===== src/core/iavc_defines.svh =====
`ifndef IAVC_DEFINES_SVH
`define IAVC_DEFINES_SVH

// register offsets (byte addresses)
`define IAVC_OFF_TXCTL   8'h34
`define IAVC_OFF_TXMEM   8'h38
`define IAVC_OFF_RXCTL   8'h40
`define IAVC_OFF_RXHQ1   8'h44
`define IAVC_OFF_RXHQ2   8'h48
`define IAVC_OFF_RXACK   8'h4C
`define IAVC_OFF_RXINTE  8'h50

// reset values
`define IAVC_RST_TXCTL   32'h0000_0000
`define IAVC_RST_TXMEM   7'h03
`define IAVC_RST_RXCTL   32'h0000_0041
`define IAVC_RST_RXHQ1   32'h0000_0000
`define IAVC_RST_RXHQ2   32'h0000_FFFF

// fifo level thresholds in quadlets
`define IAVC_LVL_100     11'd924
`define IAVC_LVL_256     11'd768
`define IAVC_LVL_HALF    11'd512
`define IAVC_FREE_FIVE   11'd5

// cip header end/format codes
`define IAVC_EF_FIRST    2'h0
`define IAVC_EF_SECOND   2'h2

// interrupt flag bit positions
`define IAVC_IRQ_WIDTH   11
`define IAVC_IRQ_FULL    7
`define IAVC_IRQ_EMPTY   6
`define IAVC_IRQ_FSYNC   5
`define IAVC_IRQ_SEQ     4
`define IAVC_IRQ_CRC     3
`define IAVC_IRQ_TAG     2
`define IAVC_IRQ_DONE    1
`define IAVC_IRQ_STATUS_QUEUE_OVERFLOW    0

// clock divider half periods at 100 MHz (nearest integer counts)
`define IAVC_HALF_24M    4'd2
`define IAVC_HALF_12M    4'd4
`define IAVC_HALF_6M     4'd8

`endif


===== src/core/iavc_pkg.sv =====
`default_nettype none
package iavc_pkg;

	// transmit header control layout
	typedef struct packed {
		logic [15:0] unused_hi;
		logic [1:0]  tag;
		logic [5:0]  channel;
		logic [1:0]  unused_lo;
		logic [1:0]  speed;
		logic [3:0]  sync;
	} iavc_txctl_t;

	// receive unpack control layout
	typedef struct packed {
		logic [1:0]  unused_hi;
		logic [1:0]  rx_app_clock_select;
		logic [18:0] unused_mid;
		logic        send_now_on_crc_error;
		logic        stamp_check_disable;
		logic        drop_unreliable_packets;
		logic        source_packet_ready;
		logic        rx_enable;
		logic [1:0]  byte_pad_strip;
		logic        stamp_processing_enable;
		logic        rx_reset;
	} iavc_rxctl_t;

	// packet status from the receive datapath
	typedef struct packed {
		logic        start;
		logic        crc_error;
		logic        key;
		logic        stamp_ok;
		logic [31:0] hq1;
		logic [31:0] hq2;
	} iavc_rxpkt_t;

	// delivery decision toward the receive datapath
	typedef enum logic [1:0] {
		IAVC_DLV_WAIT  = 2'b00,
		IAVC_DLV_SEND  = 2'b01,
		IAVC_DLV_DROP  = 2'b10
	} iavc_dlv_t;

endpackage
`default_nettype wire

===== src/core/iavc_ctrl.sv =====
// Decided for this implementation: the strobed register port.
`timescale 1ns/10ps
`default_nettype none
`include "iavc_defines.svh"

// Notes on behaviour
// tag from tx control bits 15..14 goes into every outgoing header
// outgoing packets use the six-bit channel from bits 13..8
// speed code from bits 5..4; 11 reserved
// sync bits 3..0 read-only; bit 1 is the key from the pin
// key pin sampled on av clock rise with first byte, held per packet
// application never keeps two key changes in the fifo at once
// receive key pin driven for all bytes of the output packet
// tx memory status read-only level flags, resets to 0x03
// software disables and drains before resetting the receiver
// clock select 00 input; 01/10/11 drive 24.576/12.288/6.144 MHz; code drives the clock only while rx_enable is also set
// send-now bit releases crc-error packets at once, else wait stamp
// stamp check disable outputs the stamp quadlet ahead of the packet
// drop-unreliable bit removes bad packets instead of delivering
// bit 5 reports a complete source packet is ready
// receiver enable sampled only when a new packet arrives
// strip 0..3 pad bytes from last data quadlet per bits 3..2
// bit 0 resets receiver synchronously; held one av clock period
// first cip header quadlet captured read-only
// second cip header quadlet captured read-only, resets 0x0000FFFF
// stamp enable treats low 16 bits of second quadlet as stamp
// receive interrupt flags for levels and events
// wrong end/format bits drop packet and raise tag fault
// software resets receiver after full or overflow
// one interrupt enable per receive flag, bits 10..0
// flags stay set until acknowledged by software
module iavc_ctrl #(
	parameter int FIFO_QUADS = 1024
) (
	input  wire logic                I_MCLK,
	input  wire logic                I_RESET_N,
	input  wire logic [7:0]          I_ADDR,
	input  wire logic [31:0]         I_WDATA,
	input  wire logic                I_WR,
	input  wire logic                I_RD,
	output logic      [31:0]         O_RDATA,
	input  wire logic                I_AV_PORT_CLOCK,
	input  wire logic                I_TX_FIRST_BYTE,
	input  wire logic                I_PORT_KEY_PIN,
	input  wire logic [10:0]         I_TX_FIFO_LEVEL,
	output logic      [1:0]          O_TX_TAG,
	output logic      [5:0]          O_TX_CHANNEL,
	output logic      [1:0]          O_TX_SPEED,
	output logic      [3:0]          O_TX_SYNC,
	input  wire iavc_pkg::iavc_rxpkt_t I_RX_PKT,
	input  wire logic                I_RX_OUT_ACTIVE,
	input  wire logic                I_RX_OUT_START,
	input  wire logic                I_RX_STAMP_DUE,
	input  wire logic                I_RX_SRC_READY,
	input  wire logic [10:0]         I_RX_FIFO_LEVEL,
	input  wire logic                I_RX_FSYNC,
	input  wire logic                I_RX_SEQ_ERR,
	input  wire logic                I_RX_STATUS_QUEUE_OVERFLOW,
	input  wire logic                I_RX_DONE,
	output iavc_pkg::iavc_dlv_t      O_RX_DELIVER,
	output logic                     O_RX_ACCEPT,
	output logic                     O_RX_STAMP_OUT,
	output logic                     O_RX_STAMP_PROC,
	output logic      [1:0]          O_RX_PAD_STRIP,
	output logic                     O_RX_RESET,
	output logic                     O_PORT_KEY_PIN_O,
	output logic                     O_PORT_KEY_PIN_OE,
	output logic                     O_AV_CLK_O,
	output logic                     O_AV_CLK_OE,
	output logic                     O_RX_IRQ
);

	////////////////////////////////////////////////////////////////////////
	// registers

	iavc_pkg::iavc_txctl_t txctl_q;
	iavc_pkg::iavc_rxctl_t rxctl_q;
	logic [31:0]           hq1_q;
	logic [31:0]           hq2_q;
	logic [10:0]           irq_q;
	logic [10:0]           irq_set;
	logic [10:0]           inte_q;
	logic [6:0]            txmem_q;
	logic [31:0]           rdata_d;
	logic                  wr_txctl;
	logic                  wr_rxctl;
	logic                  wr_ack;
	logic                  wr_inte;

	assign wr_txctl = I_WR && (I_ADDR == `IAVC_OFF_TXCTL);
	assign wr_rxctl = I_WR && (I_ADDR == `IAVC_OFF_RXCTL);
	assign wr_ack   = I_WR && (I_ADDR == `IAVC_OFF_RXACK);
	assign wr_inte  = I_WR && (I_ADDR == `IAVC_OFF_RXINTE);

	////////////////////////////////////////////////////////////////////////
	// av clock synchroniser and edge detect

	logic av_port_clock_s1_q;
	logic av_port_clock_s2_q;
	logic av_port_clock_s3_q;
	logic av_rise;
	logic first_s1_q;
	logic first_s2_q;
	logic key_s1_q;
	logic key_s2_q;

	// two-stage sync; third stage only for edge detection
	always_ff @(posedge I_MCLK) begin
		if (!I_RESET_N) begin
			av_port_clock_s1_q <= 1'b0;
			av_port_clock_s2_q <= 1'b0;
			av_port_clock_s3_q <= 1'b0;
			first_s1_q <= 1'b0;
			first_s2_q <= 1'b0;
			key_s1_q   <= 1'b0;
			key_s2_q   <= 1'b0;
		end else begin
			av_port_clock_s1_q <= I_AV_PORT_CLOCK;
			av_port_clock_s2_q <= av_port_clock_s1_q;
			av_port_clock_s3_q <= av_port_clock_s2_q;
			first_s1_q <= I_TX_FIRST_BYTE;
			first_s2_q <= first_s1_q;
			key_s1_q   <= I_PORT_KEY_PIN;
			key_s2_q   <= key_s1_q;
		end
	end

	assign av_rise = av_port_clock_s2_q && !av_port_clock_s3_q;

	////////////////////////////////////////////////////////////////////////
	// transmit header control

	logic tx_key_q;
	// key latched once per packet; pin ignored mid-packet
	always_ff @(posedge I_MCLK) begin
		if (!I_RESET_N) begin
			tx_key_q <= 1'b0;
		end else if (av_rise && first_s2_q) begin
			tx_key_q <= key_s2_q;
		end
	end

	// only tag, channel and speed are writable
	always_ff @(posedge I_MCLK) begin
		if (!I_RESET_N) begin
			txctl_q <= `IAVC_RST_TXCTL;
		end else if (wr_txctl) begin
			txctl_q.tag     <= I_WDATA[15:14];
			txctl_q.channel <= I_WDATA[13:8];
			txctl_q.speed   <= I_WDATA[5:4];
		end
	end

	assign O_TX_TAG     = txctl_q.tag;
	assign O_TX_CHANNEL = txctl_q.channel;
	assign O_TX_SPEED   = txctl_q.speed;
	assign O_TX_SYNC    = {2'b00, tx_key_q, 1'b0};

	////////////////////////////////////////////////////////////////////////
	// transmit memory status flags

	logic [10:0] tx_free;

	assign tx_free = 11'(FIFO_QUADS) - I_TX_FIFO_LEVEL;

	// registered so reads see a stable snapshot
	always_ff @(posedge I_MCLK) begin
		if (!I_RESET_N) begin
			txmem_q <= `IAVC_RST_TXMEM;
		end else begin
			txmem_q[6] <= I_TX_FIFO_LEVEL >= `IAVC_LVL_100;
			txmem_q[5] <= I_TX_FIFO_LEVEL >= `IAVC_LVL_256;
			txmem_q[4] <= I_TX_FIFO_LEVEL >= `IAVC_LVL_HALF;
			txmem_q[3] <= tx_free == 11'd0;
			txmem_q[2] <= tx_free == 11'd1;
			txmem_q[1] <= tx_free >= `IAVC_FREE_FIVE;
			txmem_q[0] <= I_TX_FIFO_LEVEL == 11'd0;
		end
	end

	////////////////////////////////////////////////////////////////////////
	// receive unpack control

	// bit 5 is status, not stored from writes
	always_ff @(posedge I_MCLK) begin
		if (!I_RESET_N) begin
			rxctl_q <= `IAVC_RST_RXCTL;
		end else begin
			if (wr_rxctl) begin
				rxctl_q.rx_app_clock_select     <= I_WDATA[29:28];
				rxctl_q.send_now_on_crc_error   <= I_WDATA[8];
				rxctl_q.stamp_check_disable     <= I_WDATA[7];
				rxctl_q.drop_unreliable_packets <= I_WDATA[6];
				rxctl_q.rx_enable               <= I_WDATA[4];
				rxctl_q.byte_pad_strip          <= I_WDATA[3:2];
				rxctl_q.stamp_processing_enable <= I_WDATA[1];
				rxctl_q.rx_reset                <= I_WDATA[0];
			end
			rxctl_q.source_packet_ready <= I_RX_SRC_READY;
		end
	end

	// receiver state clears only once the reset has spanned an av clock rise;
	// with no av clock supplied the captured headers and accept flag are never cleared
	logic rx_rst_seen_q;
	always_ff @(posedge I_MCLK) begin
		if (!I_RESET_N) begin
			rx_rst_seen_q <= 1'b0;
		end else if (!rxctl_q.rx_reset) begin
			rx_rst_seen_q <= 1'b0;
		end else if (av_rise) begin
			rx_rst_seen_q <= 1'b1;
		end
	end

	assign O_RX_RESET = rxctl_q.rx_reset;

	// enable only looked at when a packet starts, so transfers finish
	logic rx_active_q;
	always_ff @(posedge I_MCLK) begin
		if (!I_RESET_N || rx_rst_seen_q) begin
			rx_active_q <= 1'b0;
		end else if (I_RX_PKT.start) begin
			rx_active_q <= rxctl_q.rx_enable;
		end
	end

	assign O_RX_ACCEPT = rx_active_q;

	// header check on arrival
	logic hdr_bad;

	assign hdr_bad = (I_RX_PKT.hq1[31:30] != `IAVC_EF_FIRST)
		|| (I_RX_PKT.hq2[31:30] != `IAVC_EF_SECOND);

	// capture headers of accepted, well-formed packets
	always_ff @(posedge I_MCLK) begin
		if (!I_RESET_N || rx_rst_seen_q) begin
			hq1_q <= `IAVC_RST_RXHQ1;
			hq2_q <= `IAVC_RST_RXHQ2;
		end else if (I_RX_PKT.start && rxctl_q.rx_enable && !hdr_bad) begin
			hq1_q <= I_RX_PKT.hq1;
			hq2_q <= I_RX_PKT.hq2;
		end
	end

	////////////////////////////////////////////////////////////////////////
	// delivery decision

	// bad packets: drop, rush or wait for the stamp
	always_comb begin
		if (!rx_active_q || (I_RX_PKT.start && hdr_bad)) begin
			O_RX_DELIVER = iavc_pkg::IAVC_DLV_DROP;
		end else if (I_RX_PKT.crc_error && rxctl_q.drop_unreliable_packets) begin
			O_RX_DELIVER = iavc_pkg::IAVC_DLV_DROP;
		end else if (I_RX_PKT.crc_error && rxctl_q.send_now_on_crc_error) begin
			O_RX_DELIVER = iavc_pkg::IAVC_DLV_SEND;
		end else if (I_RX_STAMP_DUE) begin
			O_RX_DELIVER = iavc_pkg::IAVC_DLV_SEND;
		end else begin
			O_RX_DELIVER = iavc_pkg::IAVC_DLV_WAIT;
		end
	end

	assign O_RX_STAMP_OUT  = rxctl_q.stamp_check_disable;
	assign O_RX_STAMP_PROC = rxctl_q.stamp_processing_enable;
	assign O_RX_PAD_STRIP  = rxctl_q.byte_pad_strip;

	////////////////////////////////////////////////////////////////////////
	// receive key output

	logic rx_key_q;
	// key latched at output start, held for every byte
	always_ff @(posedge I_MCLK) begin
		if (!I_RESET_N) begin
			rx_key_q <= 1'b0;
		end else if (I_RX_OUT_START) begin
			rx_key_q <= I_RX_PKT.key;
		end
	end

	assign O_PORT_KEY_PIN_O  = rx_key_q;
	assign O_PORT_KEY_PIN_OE = I_RX_OUT_ACTIVE;

	////////////////////////////////////////////////////////////////////////
	// receive application clock divider

	logic [3:0] div_cnt_q;
	logic [3:0] div_half;
	logic       av_port_clock_out_q;

	always_comb begin
		case (rxctl_q.rx_app_clock_select)
			2'b01:   div_half = `IAVC_HALF_24M;
			2'b10:   div_half = `IAVC_HALF_12M;
			2'b11:   div_half = `IAVC_HALF_6M;
			default: div_half = `IAVC_HALF_24M;
		endcase
	end

	// 100 MHz cannot hit 24.576 exactly; nearest even divide used
	always_ff @(posedge I_MCLK) begin
		if (!I_RESET_N || rxctl_q.rx_app_clock_select == 2'b00) begin
			div_cnt_q   <= 4'h0;
			av_port_clock_out_q <= 1'b0;
		end else if (div_cnt_q >= div_half - 4'h1) begin
			div_cnt_q   <= 4'h0;
			av_port_clock_out_q <= !av_port_clock_out_q;
		end else begin
			div_cnt_q <= div_cnt_q + 4'h1;
		end
	end

	assign O_AV_CLK_O  = av_port_clock_out_q;
	assign O_AV_CLK_OE = (rxctl_q.rx_app_clock_select != 2'b00) && rxctl_q.rx_enable;

	////////////////////////////////////////////////////////////////////////
	// receive interrupt flags

	logic [10:0] lvl_q;
	always_ff @(posedge I_MCLK) begin
		if (!I_RESET_N) begin
			lvl_q <= 11'h000;
		end else begin
			lvl_q <= I_RX_FIFO_LEVEL;
		end
	end

	// level flags fire on the crossing, not while above
	always_comb begin
		irq_set = 11'h000;
		irq_set[10] = I_RX_FIFO_LEVEL >= `IAVC_LVL_100 && lvl_q < `IAVC_LVL_100;
		irq_set[9]  = I_RX_FIFO_LEVEL >= `IAVC_LVL_256 && lvl_q < `IAVC_LVL_256;
		irq_set[8]  = I_RX_FIFO_LEVEL >= `IAVC_LVL_HALF && lvl_q < `IAVC_LVL_HALF;
		irq_set[`IAVC_IRQ_FULL]  = I_RX_FIFO_LEVEL == 11'(FIFO_QUADS)
			&& lvl_q != 11'(FIFO_QUADS);
		irq_set[`IAVC_IRQ_EMPTY] = I_RX_FIFO_LEVEL == 11'd0 && lvl_q != 11'd0;
		irq_set[`IAVC_IRQ_FSYNC] = I_RX_FSYNC;
		irq_set[`IAVC_IRQ_SEQ]   = I_RX_SEQ_ERR;
		irq_set[`IAVC_IRQ_CRC]   = I_RX_PKT.start && rx_active_q && I_RX_PKT.crc_error;
		irq_set[`IAVC_IRQ_TAG]   = I_RX_PKT.start && rxctl_q.rx_enable && hdr_bad;
		irq_set[`IAVC_IRQ_DONE]  = I_RX_DONE;
		irq_set[`IAVC_IRQ_STATUS_QUEUE_OVERFLOW]  = I_RX_STATUS_QUEUE_OVERFLOW;
	end

	// write one to acknowledge; a new event beats the clear
	genvar gi;
	generate
		for (gi = 0; gi < `IAVC_IRQ_WIDTH; gi++) begin : g_irq
			always_ff @(posedge I_MCLK) begin
				if (!I_RESET_N) begin
					irq_q[gi] <= 1'b0;
				end else if (irq_set[gi]) begin
					irq_q[gi] <= 1'b1;
				end else if (wr_ack && I_WDATA[gi]) begin
					irq_q[gi] <= 1'b0;
				end
			end
		end
	endgenerate

	always_ff @(posedge I_MCLK) begin
		if (!I_RESET_N) begin
			inte_q <= 11'h000;
		end else if (wr_inte) begin
			inte_q <= I_WDATA[10:0];
		end
	end

	assign O_RX_IRQ = |(irq_q & inte_q);

	////////////////////////////////////////////////////////////////////////
	// register read port

	always_comb begin
		case (I_ADDR)
			`IAVC_OFF_TXCTL:  rdata_d = {txctl_q[31:4], O_TX_SYNC};
			`IAVC_OFF_TXMEM:  rdata_d = {25'h0, txmem_q};
			`IAVC_OFF_RXCTL:  rdata_d = rxctl_q;
			`IAVC_OFF_RXHQ1:  rdata_d = hq1_q;
			`IAVC_OFF_RXHQ2:  rdata_d = hq2_q;
			`IAVC_OFF_RXACK:  rdata_d = {21'h0, irq_q};
			`IAVC_OFF_RXINTE: rdata_d = {21'h0, inte_q};
			default:          rdata_d = 32'h0000_0000;
		endcase
	end

	// read data valid exactly one cycle after the strobe
	always_ff @(posedge I_MCLK) begin
		if (!I_RESET_N) begin
			O_RDATA <= 32'h0000_0000;
		end else if (I_RD) begin
			O_RDATA <= rdata_d;
		end else begin
			O_RDATA <= 32'h0000_0000;
		end
	end

endmodule

`default_nettype wire


===== config.mk =====
export PLATFORM = sky130hd
export DESIGN_NAME = iavc_ctrl
export DESIGN_NICKNAME = d
export VERILOG_FILES = /design/src/core/iavc_pkg.sv /design/src/core/iavc_ctrl.sv
export VERILOG_INCLUDE_DIRS = /design/src /design/src/core
export SDC_FILE = /design/constraint.sdc
export NUM_CORES = 1
export LEC_CHECK = 0
export BUFFER_PORTS_ARGS = -buffer_cell sky130_fd_sc_hd__buf_2
export CAP_MARGIN = 20
export CORE_MARGIN = 2
export CORE_UTILIZATION = 50
export DETAILED_ROUTE_END_ITERATION = 8
export PLACE_DENSITY = 0.84
export SETUP_SLACK_MARGIN = 0.3
export SYNTH_ARGS = -nofsm -noshare
export SYNTH_HDL_FRONTEND = slang
export SYNTH_SLANG_ARGS = --single-unit

===== constraint.sdc =====
create_clock -name I_MCLK -period 2.9 [get_ports I_MCLK]
set_clock_uncertainty 0.1 [all_clocks]
set_input_delay 0.435 -clock I_MCLK [delete_from_list [all_inputs] [get_ports I_MCLK]]
set_output_delay 0.435 -clock I_MCLK [all_outputs]
set_load 0.01 [all_outputs]

==> metrics.md <==
| Metric | Value |
|---|---|
| EDFF count, synth | 0 |
| H-tree Lvls | 4 |
| Global-route wire length before repair | 29.70 mm |
| # placed instances | 1125 |
| Minimum clock period | 2.333 ns |
| Total die area | 15060 um^2 |
| Setup bufs post-CTS | 0 |
| Least-Margin Pin Slew | 0.7276 ns |
| Clock transition at path regs | 0.06 ns |
| Comb power frac | 0.057 |
| Row count | 43 |
| IO Pins | 204 |
| Final cell count without fillers | 1158 |
| Slowest-stage cell, CP | dfxtp_1 |
| Clock sinks | 173 |
| Slew headroom | 0.5136 |
| Final setup viols | 0 |
| Setup TNS | 0 ns |
| Total gr overflow | 0 |
| Post-Synth XOR/XNOR Area | 0.006213 |
| CP required | 2.37 ns |
| Startpoint Class | register |
| Post-synth top flop | dfxtp_1 |
| Crit path max fanout | 3 |
| Yosys reg bits | 173 |
| Max IR drop VDD | 430.1 uV |
| Net Switching | 1.060 mW |
| DRT Pass-1 Iters | 6 |
| Vias per inst | 5.552 |
| Max cap viols | 0 |
| Initial Utilization | 0.5097 |
| CP Capture Type | primary output |
| Hold WC Path Type | in -> reg |
| Core ar. | 13830 um^2 |
| Post-Synth Adder-Cell Area | 0.01065 |
| # resized after CTS | 0 |
| Vias | 6429 |
| Final Hold Fails | 0 |
| Die height | 122.7 um |
| Register area share after synthesis | 0.4914 |
| DP HPWL | 13.79 mm |
| Design Power | 5.028 mW |
| Skew-Pair Late Insertion Delay | 0.43 ns |
| # hold bufs at CTS | 0 |
| Combinational family with the most area after synthesis | simple AND/OR/NAND/NOR gates |
| Root buffer cell | clkbuf_16 |
| Simple-gate portion of the synthesized area | 0.2235 |
| Fmax | 428.6 MHz |
| Max Slew Vio Count | 0 |
| Multiplexer share of the synthesized area | 0.05130 |
| DRT iter0 DRCs | 618 |
| WL per Instance | 16.66 um |
| Async SR Flop Fraction | 0 |
| Utilization after layout | 0.6342 |
| Seq pwr share | 0.482 |
| Pwr dens | 573.4 nW/um^2 |
| Tcrit/Tclk final | 0.8045 |
| Placer congestion estimate | 0.9595 |
| Total track usage | 0.2574 |
| Status | finished clean |
| WS Path Type | reg -> out |
| Yosys warning count | 0 |
| Yosys top cell area share | 0.4914 |
| Die width | 122.7 um |
| Synth area leaders | dfxtp_1 (49%), nand2_1 (8.1%), a21oi_1 (4.5%) |
| Area growth syn-to-layout | 24.41% |
| Layout cells sized above 1 | 0.2598 |
| CTS tree | done |
| Clock buffer depth | 2 |
| Antenna Nets Post-Route | 0 |
| WL final | 19.29 mm |
| Synth Instances | 796 |
| Largest stage delay, worst path | 0.33 ns |
| IO Port Bufs | 183 |
| Number of global-route vias before repair | 5860 |
| Post-synthesis compound-gate area fraction | 0.1763 |
| Largest net degree at the start of global routing | 62 |
| Initial antenna violation count | 5 |
| Net Sw Frac | 0.2109 |
| Worst path cell trace | a22o_1 > a221oi_1 > and3_1 > nand2_1 > buf_2 |
| DR DRC count | 0 |
| Synth cell types | 59 |
| RSZ-0062 raised after global routing | no |
| Avg Cell Area, Syn | 8.854 um^2 |
| Nets@finish | 1115 |
| Leakage | 3.684 nW |
| Synth Cell Area | 7048 um^2 |
| Share of power burned in the clock network | 0.461 |
| CP Data Arrival Time | 1.80 ns |
| Hold WS | 0.1100 ns |
| TritonCTS buffer count | 17 |
| Internal power | 3.967 mW |
| Largest area contributor in the netlist | dfxtp_1 |
==> cells in the mapped netlist, types with 2 or more instances <==
cell,n
dfxtp_1,173
nand2_1,152
a21oi_1,64
clkbuf_1,42
nand3_1,41
nor2_1,35
a22oi_1,31
mux2i_1,26
and2_1,25
nor2b_1,25
a22o_1,22
a21boi_0,21
o21a_1,13
inv_1,10
buf_1,7
buf_4,7
mux2_2,7
nor3_1,7
nor4_1,7
o21ai_0,7
ha_1,6
or4_1,6
and3_1,5
nand2b_1,4
o211ai_1,4
xor2_1,4
o31a_1,3
or3b_2,3
a311oi_1,2
conb_1,2
nor4b_1,2
nor4b_2,2
nor4bb_1,2
or2_2,2
or3_1,2
or4b_1,2
==> cell usage in the layout (no fill, tap or decap), types with 19 or more instances in the layout <==
master,n
a21boi_0,21
a21oi_1,64
a22o_1,22
a22oi_1,31
and2_1,25
buf_2,183
buf_4,19
dfxtp_1,173
mux2i_1,26
nand2_1,152
nand3_1,41
nor2_1,34
nor2b_1,25
==> through the flow <==
step	cell area [um^2]	setup slack [ns]
detailed placement	8160	0.2088
finish	8768	0.5668
global route	8761	0.4344
global placement	8160	0.2596
CTS	8758	0.5684
floorplan	7056	0.4655
==> layer usage <==
metal,vias up,wire (um),GRT usage
li1,3104,-,-
met1,2970,8014,0.3272
met2,296,8908,0.4026
met3,53,1760,0.07435
met4,6,571,0.1200
met5,-,34,0
==> power groups by stage <==
stage	clock network, mW	logic (mW)	registers, mW
6_report	2.32	0.288	2.42
5_1_grt	2.44	0.314	2.42
4_1_cts	2.33	0.285	2.42
3_5_place_dp	0	0.283	2.47
3_3_place_gp	0	0.278	2.47
2_1_floorplan	0	0.136	2.47
==> layout make-up <==
type | instances | area (um^2)
antenna | 4 | 10.01
clock buffer | 23 | 488.0
clock inverter | 6 | 110.1
fill | 1130 | 5059
inverter | 10 | 37.54
multi-input combinational | 558 | 3336
sequential | 173 | 3463
tap | 180 | 225.2
timing repair buffer | 204 | 1099
==> registers in the layout, indices dropped and copies added, names as in the netlist, 2 cells and up <==
name            cells
hq2_q              32
hq1_q              32
O_RDATA            32
O_TX_SPEED          2
O_RX_PAD_STRIP      2
O_TX_CHANNEL        6
txmem_q             7
div_cnt_q           4
O_TX_TAG            2
lvl_q              11
irq_q              11
rxctl_q             6
inte_q             11
==> critical path, delay by kind of cell (launching register included) <==
kind	cells	cell delay (ns)
compound gates	2	0.55
flops	1	0.33
simple gates	2	0.31
buf+inv	1	0.17
==> cell families (layout without fill, tap and decap cells) <==
kind of cell | Yosys count | in the layout
DFF | 173 | 173
adders and majority gates | 6 | 6
buffers and inverters | 67 | 243
xor gates and xnor gates | 5 | 5
AOI/OAI and AO/OA | 182 | 182
and+or+nand+nor | 327 | 327
other | 2 | 8
muxes | 34 | 34
==> final timing paths <==
path / startpoint / to / slack, ns / depth (start not counted)
setup / recovery: inte_q[5] / O_RX_IRQ / 0.57 / 5
hold / removal: I_RX_SRC_READY / rxctl_q[5] / 0.11 / 2
setup reg to reg: rxctl_q[4] / hq1_q[23] / 1.07 / 5
hold reg to reg: av_port_clock_s1_q / av_port_clock_s2_q / 0.33 / 1
Power figures use the tool's default switching activity.
